$ cat config.mk
export PLATFORM = sky130hd
export DESIGN_NAME = pad_drive_config
export DESIGN_NICKNAME = d
export VERILOG_FILES = /design/src/rtl/pdc_pkg.sv /design/src/rtl/pdc_sync.sv /design/src/rtl/pad_drive_config.sv
export SDC_FILE = /design/constraint.sdc
export NUM_CORES = 1
export LEC_CHECK = 0
export ABC_AREA = 1
export BUFFER_PORTS_ARGS = -buffer_cell sky130_fd_sc_hd__buf_2
export CELL_PAD_IN_SITES_DETAIL_PLACEMENT = 1
export CELL_PAD_IN_SITES_GLOBAL_PLACEMENT = 1
export CORE_ASPECT_RATIO = 2
export CORE_UTILIZATION = 29
export DETAILED_ROUTE_END_ITERATION = 10
export PLACE_DENSITY = 0.82
export REMOVE_ABC_BUFFERS = 1
export SLEW_MARGIN = 10
export SYNTH_ARGS = -nofsm -noshare
export SYNTH_HDL_FRONTEND = slang
export SYNTH_SLANG_ARGS = --single-unit
$ cat constraint.sdc
create_clock -name sys_clk -period 2 [get_ports sys_clk]
set_input_delay 0.2 -clock sys_clk [delete_from_list [all_inputs] [get_ports sys_clk]]
set_output_delay 0.2 -clock sys_clk [all_outputs]
set_load 0.005 [all_outputs]
$ cat src/rtl/pdc_pkg.sv
// package with register map, field layout, reset values and state codes
package pdc_pkg;
    // register index as printed; byte address is four times it
    localparam logic [7:0] PDC_CTRL_IDX = 8'h03;
    localparam logic [9:0] PDC_CTRL_ADDR = 10'h00C;
    // field positions
    localparam int PDC_PADIO_LSB = 6;
    localparam int PDC_CLKPAD_LSB = 4;
    localparam int PDC_SHIFT_BIT = 3;
    localparam int PDC_RATE_LSB = 0;
    // reset value of the control register
    localparam logic [7:0] PDC_CTRL_RST = 8'h19;
    // transceiver state codes, one-hot
    typedef enum logic [3:0]
    {
        PDC_ST_PON = 4'h1,
        PDC_ST_OFF = 4'h2,
        PDC_ST_ON = 4'h4,
        PDC_ST_SLEEP = 4'h8
    } pdc_state_t;
endpackage

$ cat src/rtl/pdc_sync.sv
// two flip-flop synchroniser for a group of level inputs
`timescale 1ns/1ps
module pdc_sync
#(
    parameter int W = 4
)
(
    input wire logic sys_clk,
    input wire logic nrst,
    input wire logic [W-1:0] din,
    output logic [W-1:0] dout
);
    typedef struct packed
    {
        logic [W-1:0] s1;
        logic [W-1:0] s2;
    } pdc_sync_t;
    pdc_sync_t r;
    pdc_sync_t next_r;

    // first stage is read only by the second
    always_comb
    begin
        next_r.s1 = din;
        next_r.s2 = r.s1;
    end

    always_ff @(posedge sys_clk or negedge nrst)
    begin
        if (!nrst)
        begin
            r <= '0;
        end
        else
        begin
            r <= next_r;
        end
    end

    assign dout = r.s2;
endmodule

$ cat src/rtl/pad_drive_config.sv
// pad drive control register with state-dependent pad and supply control
//
// Design decision made here: the Wishbone slave port.
`timescale 1ns/1ps
module pad_drive_config
(
    input wire logic sys_clk,
    input wire logic nrst,
    input wire logic wb_cyc_i,
    input wire logic wb_stb_i,
    input wire logic wb_we_i,
    input wire logic [9:0] wb_adr_i,
    input wire logic [3:0] wb_sel_i,
    input wire logic [31:0] wb_dat_i,
    output logic [31:0] wb_dat_o,
    output logic wb_ack_o,
    input wire logic [3:0] trxState,
    input wire logic extSupplySel,
    output logic [1:0] dataPadDrive,
    output logic [1:0] clockPadDrive,
    output logic clockOutShiftSel,
    output logic [2:0] clockOutRateSel,
    output logic resetPullUp,
    output logic selectPullUp,
    output logic sclkPullDown,
    output logic mosiPullDown,
    output logic sleepTxPullDown,
    output logic analogRegEn,
    output logic digitalRegEn,
    output logic rfGroundEn
);
    typedef struct packed
    {
        logic [7:0] ctrl;
        logic [31:0] rdata;
        logic ack;
        logic [1:0] dpad;
        logic [1:0] cpad;
        logic shift;
        logic [2:0] rate;
        logic pullsOn;
        logic aReg;
        logic dReg;
        logic rfGnd;
    } pdc_regs_t;

    pdc_regs_t r;
    pdc_regs_t next_r;
    logic [3:0] stateSync;
    logic extSync;
    logic [7:0] wrCtrl;
    logic hit;
    logic take;

    ////////////////////////////////////////////////////////////////////////
    // state and strap inputs come from another domain
    pdc_sync #(.W(5)) u_sync
    (
        .sys_clk(sys_clk),
        .nrst(nrst),
        .din({extSupplySel, trxState}),
        .dout({extSync, stateSync})
    );

    // decode of one state code, reused for every state test
    function automatic logic inState(input logic [3:0] s,
                                     input pdc_pkg::pdc_state_t st);
        inState = (s == st);
    endfunction

    ////////////////////////////////////////////////////////////////////////
    // bus decode; the register lives in byte lane 0 only
    assign hit = (wb_adr_i == pdc_pkg::PDC_CTRL_ADDR);
    assign take = wb_cyc_i && wb_stb_i && !r.ack;
    assign wrCtrl = (take && wb_we_i && hit && wb_sel_i[0]) ?
        wb_dat_i[7:0] : r.ctrl;

    // next-state logic for register, bus answer and pad controls
    always_comb
    begin
        next_r = r;
        next_r.ack = take;
        next_r.ctrl = wrCtrl;
        // unmapped addresses answer with zero rather than stalling
        next_r.rdata = 32'h0000_0000;
        if (take && !wb_we_i && hit)
        begin
            next_r.rdata = {24'h00_0000, r.ctrl};
        end
        // drive codes follow the written value in the same edge
        next_r.dpad = wrCtrl[pdc_pkg::PDC_PADIO_LSB +: 2];
        next_r.cpad = wrCtrl[pdc_pkg::PDC_CLKPAD_LSB +: 2];
        next_r.shift = wrCtrl[pdc_pkg::PDC_SHIFT_BIT];
        next_r.rate = wrCtrl[pdc_pkg::PDC_RATE_LSB +: 3];
        next_r.pullsOn = inState(stateSync, pdc_pkg::PDC_ST_PON);
        // regulators: digital up whenever awake, analog only when on;
        // an external supply takes both over
        next_r.dReg = !extSync &&
            !inState(stateSync, pdc_pkg::PDC_ST_SLEEP);
        next_r.aReg = !extSync &&
            inState(stateSync, pdc_pkg::PDC_ST_ON);
        next_r.rfGnd = inState(stateSync, pdc_pkg::PDC_ST_OFF);
    end

    // reset holds the pulls on, as the device powers up in P-on
    always_ff @(posedge sys_clk or negedge nrst)
    begin
        if (!nrst)
        begin
            r.ctrl <= pdc_pkg::PDC_CTRL_RST;
            r.rdata <= 32'h0000_0000;
            r.ack <= 1'b0;
            r.dpad <= 2'h0;
            r.cpad <= 2'h1;
            r.shift <= 1'b1;
            r.rate <= 3'h1;
            r.pullsOn <= 1'b1;
            r.aReg <= 1'b0;
            r.dReg <= 1'b0;
            r.rfGnd <= 1'b0;
        end
        else
        begin
            r <= next_r;
        end
    end

    ////////////////////////////////////////////////////////////////////////
    // outputs straight from flip-flops
    assign wb_dat_o = r.rdata;
    assign wb_ack_o = r.ack;
    assign dataPadDrive = r.dpad;
    assign clockPadDrive = r.cpad;
    assign clockOutShiftSel = r.shift;
    assign clockOutRateSel = r.rate;
    // each pull follows the same state flag; direction is fixed per pin
    assign resetPullUp = r.pullsOn;
    assign selectPullUp = r.pullsOn;
    assign sclkPullDown = r.pullsOn;
    assign mosiPullDown = r.pullsOn;
    assign sleepTxPullDown = r.pullsOn;
    assign analogRegEn = r.aReg;
    assign digitalRegEn = r.dReg;
    assign rfGroundEn = r.rfGnd;

    ////////////////////////////////////////////////////////////////////////
    // checks
    logic wrDone;
    assign wrDone = wb_cyc_i && wb_stb_i && wb_we_i && hit && wb_sel_i[0]
        && !r.ack;

    data_drive_a: assert property (@(posedge sys_clk) disable iff (!nrst)
        wrDone |=> dataPadDrive == $past(wb_dat_i[7:6]))
        else $error("data pad drive not updated");
    clk_drive_a: assert property (@(posedge sys_clk) disable iff (!nrst)
        wrDone |=> clockPadDrive == $past(wb_dat_i[5:4]))
        else $error("clock pad drive not updated");
    ctrl_read_a: assert property (@(posedge sys_clk) disable iff (!nrst)
        wrDone ##1 (wb_cyc_i && wb_stb_i && !wb_we_i && hit && !r.ack)
        |=> wb_dat_o[7:0] == $past(wb_dat_i[7:0], 2))
        else $error("control readback mismatch");
    pull_state_a: assert property (@(posedge sys_clk) disable iff (!nrst)
        (stateSync == pdc_pkg::PDC_ST_PON) |=> resetPullUp)
        else $error("pulls off in power-on state");
    pull_off_a: assert property (@(posedge sys_clk) disable iff (!nrst)
        (stateSync != pdc_pkg::PDC_ST_PON) |=> !sclkPullDown)
        else $error("pulls on outside power-on");
    pull_same_a: assert property (@(posedge sys_clk) disable iff (!nrst)
        selectPullUp == mosiPullDown && sleepTxPullDown == resetPullUp)
        else $error("pull set inconsistent");
    reg_ext_a: assert property (@(posedge sys_clk) disable iff (!nrst)
        extSync |=> !analogRegEn && !digitalRegEn)
        else $error("regulator on with external supply");
    reg_state_a: assert property (@(posedge sys_clk) disable iff (!nrst)
        (!extSync && stateSync == pdc_pkg::PDC_ST_OFF)
        |=> digitalRegEn && !analogRegEn)
        else $error("regulator enables wrong in off state");
    rf_ground_a: assert property (@(posedge sys_clk) disable iff (!nrst)
        (stateSync == pdc_pkg::PDC_ST_OFF) |=> rfGroundEn)
        else $error("rf pins not grounded in off state");
    ack_pulse_a: assert property (@(posedge sys_clk) disable iff (!nrst)
        wb_ack_o |=> !wb_ack_o)
        else $error("ack longer than one cycle");

    wr_cov_c: cover property (@(posedge sys_clk) disable iff (!nrst)
        wrDone);
    rd_cov_c: cover property (@(posedge sys_clk) disable iff (!nrst)
        wb_ack_o && !wb_we_i && hit);
    off_cov_c: cover property (@(posedge sys_clk) disable iff (!nrst)
        rfGroundEn);
    pon_cov_c: cover property (@(posedge sys_clk) disable iff (!nrst)
        $fell(resetPullUp));
endmodule

======== Yosys cells after proc, flatten, opt, wreduce, memory -nomap -nowiden ========
Cells that the tools add are included.
word-level totals
  bits in registers ....................... 39
  latch bits .............................. 0
  memory bits (writable) .................. 0
  bits in read-only memories .............. 0
  input bits .............................. 56
  output and inout bits ................... 49
  logic and storage cells ................. 33
  memories ................................ 0
cells by class
  add/subtract/negate cells ............... 0
  multipliers ............................. 0
  div/mod/pow operators ................... 0
  $lt $le $gt $ge ......................... 0
  equality and inequality tests ........... 5
  shifts and indexed selects .............. 0
  multiplexer cells ....................... 2
  bitwise gates (word level) .............. 0
  reductions and logical operators ........ 13
operators by type and width
  kind                                                              number
  8-bit 2-to-1 mux                                                  2
  10-bit by 4-bit == test with 1-bit output, second input constant  1
  1-bit logical AND                                                 9
  4-bit by 1-bit == test with 1-bit output, second input constant   1
  4-bit by 2-bit == test with 1-bit output, second input constant   1
  4-bit by 3-bit == test with 1-bit output, second input constant   1
  4-bit == test, second input constant                              1
  1-bit logical NOT                                                 4

======== Depth between registers and ports, before layout ========
  depth after elaboration ................. 6
  depth in mapped cells ................... 7
  gate-level depth less buffers ........... 7

======== Cells and area by module ========
Synthesis repeated with hierarchy kept, for this count alone.
second synthesis, totals
  cells, all modules ...................... 130
  area total of the unflattened synthesis .. 1376.3 sq um
by module, submodules not included
  module            instances  cells an instance  area an instance (sq um)  sequential area each (sq um)
  pad_drive_config  1          120                1126.1                    530.5
  pdc_sync          1          10                 250.2                     250.2

======== Worst setup path before layout ========
No wires, ideal clock.
  path kind ............................... reg2reg
  start point ............................. register r, in the netlist wb_ack_o
  end point ............................... register r, in the netlist dataPadDrive[0]
  setup time .............................. 0.117 ns
  arrival time ............................ 0.955 ns
  required time ........................... 1.883 ns
  slack ................................... 0.929 ns
  cell stages (with the launch flop) ...... 7
  buffers on the path ..................... 0
  clock period less this slack ............ 1.071 ns
  cell sequence ........................... dfrtp_1 -> inv_1 -> nand3_2 -> nor2_4 -> nand3_4 -> nand2_1 -> nand2_1
on the way
  word-level cells in the longest chain between the ends .. 6
RTL lines
  element                         RTL line                 RTL
  start: declaration              pad_drive_config.sv:47   pdc_regs_t r;
  start signal: assignment        pad_drive_config.sv:124  r <= next_r;
  1-bit logical NOT               --
  1-bit logical AND               pad_drive_config.sv:74   assign take = wb_cyc_i && wb_stb_i && !r.ack;
  1-bit logical AND (3 in a row)  pad_drive_config.sv:75   assign wrCtrl = (take && wb_we_i && hit && wb_sel_i[0]) ?
  8-bit 2-to-1 mux                pad_drive_config.sv:75
No other way between the ends.

======== Worst setup path after layout ========
Ends and elaborated chain as after synthesis.

==> impl_metrics.json <==
{
  "p_int_mw": 0.943,
  "slew_headroom_pct": 55.2,
  "port_buffers": 53,
  "first_pass_iters": 2,
  "synth_area_leaders": "dfrtp_1 (49%), buf_4 (15%), dfstp_2 (7.6%)",
  "r2r_cells": 6,
  "hpwl_mm": 1.95,
  "worst_pin_slew_ns": 0.671,
  "drtIter0Drc": 19,
  "synthArstFlopShare_pct": 100,
  "drc": 0,
  "yosysTopAreaCellShare_pct": 49.1,
  "core_um2": 4600,
  "synth-edff-count": 0,
  "switching_share_pct": 22.1,
  "clk_path_buf_depth": 2,
  "vdd_ir_drop_max_uv": 290,
  "yosysMostFrequentCell": "buf_4",
  "hold_path.class": "in -> reg",
  "powerDensity_nw_per_um2": 719,
  "drive_gt1_share_pct": 45.2,
  "dieArea_um2": 5040,
  "antenna_found_initial": 0,
  "cts_resized": 0,
  "critical_path.endpoint": "dataPadDrive[0]",
  "routed_wl_mm": 2.43,
  "ys_seq_area_share_pct": 56.7,
  "drtAntennaViolNets": 0,
  "clock_skew_ns": 0.00282,
  "p_clk_share_pct": 39.8,
  "fin_setup_tns_ns": 0,
  "hold_buffers": 1,
  "grt_overflow_total": 0,
  "insertion_delay_ns": 0.27,
  "die_x_um": 50.7,
  "slew_violations": 0,
  "grt_usage_pct": 11.1,
  "path_class": "reg -> reg",
  "whs_ns": 0.0290,
  "r2r_setup_slack_ns": 0.79,
  "whs_path_depth": 1,
  "synth-main-ff-cell": "dfrtp_1",
  "dieHeight_um": 99.4,
  "setup-violations-final": 0,
  "start_util_pct": 29.9,
  "fmax_mhz": 829,
  "antenna_cells": 0,
  "vias_per_cell": 3.95,
  "ys_warn_count": 0,
  "syn_inst": 130,
  "synth_area_leader_cell": "dfrtp_1",
  "ys_seq_elements": 31,
  "synthDistinctLibCells": 20,
  "area_growth_pct": 22.4,
  "clkSinkCount": 31,
  "outcome": "complete, no violations",
  "startpoint": "wb_ack_o",
  "syn_area_um2": 1380,
  "end_kind": "flop",
  "ios": 105,
  "cts_root_buffer": "clkbuf_8",
  "cp-start-kind": "flop",
  "htree_levels": 2,
  "vias": 952,
  "post-route-util_pct": 36.6,
  "post_cts_buffers": 0,
  "period_share_pct": 60.3,
  "p_comb_share_pct": 6.7,
  "regToRegStartpoint": "wb_ack_o",
  "cp_max_fo": 9,
  "r2r_end": "dataPadDrive[0]",
  "finalCriticalPeriod_ns": 1.21,
  "crit_required_ns": 2.17,
  "pwr-share-seq_pct": 53.5,
  "synth.cells.most_frequent": "buf_4 (28), dfrtp_1 (27), nand2_1 (20)",
  "wl_per_cell_um": 10.1,
  "grt_pass1_wl_mm": 4.00,
  "power_leakage_nw": 0.942,
  "cts_tree": "yes",
  "finalWeightedCongestion": 0.741,
  "grt_pass1_vias": 889,
  "nets": 242,
  "syn_area_per_cell_um2": 10.6,
  "nFillCells": 584,
  "power.switching_mw": 0.267,
  "crit_arrival_ns": 1.37,
  "rows": 35,
  "finalHoldViolCount": 0,
  "cts_made_buffers": 5,
  "grt_max_degree": 32,
  "maxCapViolations": 0,
  "rsz0062_at_grt": "no",
  "clk_pin_slew_ns": 0.06
}
-- metal layers --
metal | vias up | GRT usage, % | wire, um
met5 | - | 0 | 0
met4 | 0 | 8.33 | 73
met3 | 5 | 2.75 | 185
met2 | 58 | 19.4 | 1410
met1 | 437 | 10.7 | 756
li1 | 452 | - | -
-- flip-flops by register name, indices dropped and copies added (netlist names) --
name	count
u_sync.next_r	5
analogRegEn	1
u_sync.dout	5
digitalRegEn	1
mosiPullDown	1
wb_ack_o	1
wb_dat_o	8
dataPadDrive	1
rfGroundEn	1
r	7
-- how the worst min path moves through the flow --
stage	start	to	slack [ns]
after floorplan	nrst	analogRegEn	-0.1
after global placement	nrst	wb_dat_o[5]	0.26
after detailed placement	nrst	wb_dat_o[5]	0.28
after CTS	extSupplySel	u_sync.next_r[4]	0.02
after global routing	trxState[3]	u_sync.next_r[3]	0.01
final	extSupplySel	u_sync.next_r[4]	0.03
-- worst max-delay path, stage by stage, from the launching register on --
cell and delay [ns]:
dfrtp_1 0.38, inv_1 0.07, nand3_2 0.11, nor2_4 0.25, nand3_4 0.16, nand2_1 0.09
nand2_1 0.05
-- power by group through the flow --
stage	sequential (mW)	clock, mW	combinational (mW)
final	0.648	0.481	0.0811
after global routing	0.650	0.533	0.0937
after CTS	0.648	0.505	0.0831
after detailed placement	0.659	0	0.0814
after global placement	0.658	0	0.0781
after floorplan	0.659	0	0.0296
-- through the flow --
| step | instance area (um^2) | total power [mW] | instances | worst slack (ns) |
|---|---|---|---|---|
| CTS | 1680 | 1.24 | 241 | 0.754 |
| detailed placement | 1590 | 0.741 | 233 | 0.779 |
| global route | 1680 | 1.28 | 241 | 0.648 |
| finish | 1680 | 1.21 | 241 | 0.794 |
| floorplan | 1250 | 0.689 | 125 | 0.929 |
| global placement | 1590 | 0.736 | 233 | 0.808 |
-- area by class of cell --
cell class	count	area (um^2)	share of cell area, %
flip-flops and latches	31	781	46.4
multi-input cells	78	412	24.4
repair buffers	54	275	16.3
clock buffers	6	82.6	4.90
well taps	55	68.8	4.09
inverters	16	60.1	3.57
clock inverters	1	5.00	0.297
-- cell families (layout without fill, tap and decap cells) --
group,Yosys count,count (layout),share of synthesized area (%)
buf+inv,44,77,19.6
compound gates,1,1,0.636
simple gates,53,53,22.7
flops,31,31,56.7
other cells,1,24,0.272
-- layout by cell type, fill, tap and decap left out --
| master | n |
|---|---|
| buf_2 | 53 |
| dfrtp_1 | 27 |
| conb_1 | 24 |
| nand2_1 | 20 |
| inv_1 | 15 |
| nor2_2 | 11 |
| nand3_1 | 8 |
| clkbuf_8 | 6 |
| dfstp_2 | 4 |
| nor2_1 | 3 |
| nand3_2 | 2 |
| nor3_1 | 2 |
| nand2_2 | 1 |
| inv_2 | 1 |
| nor2_8 | 1 |
| nand2_8 | 1 |
| or2_2 | 1 |
| a41oi_1 | 1 |
| nor4_1 | 1 |
| nor2_4 | 1 |
| nand3_4 | 1 |
| clkinv_2 | 1 |
| dlygate4sd3_1 | 1 |
Power figures use the tool's default switching activity.
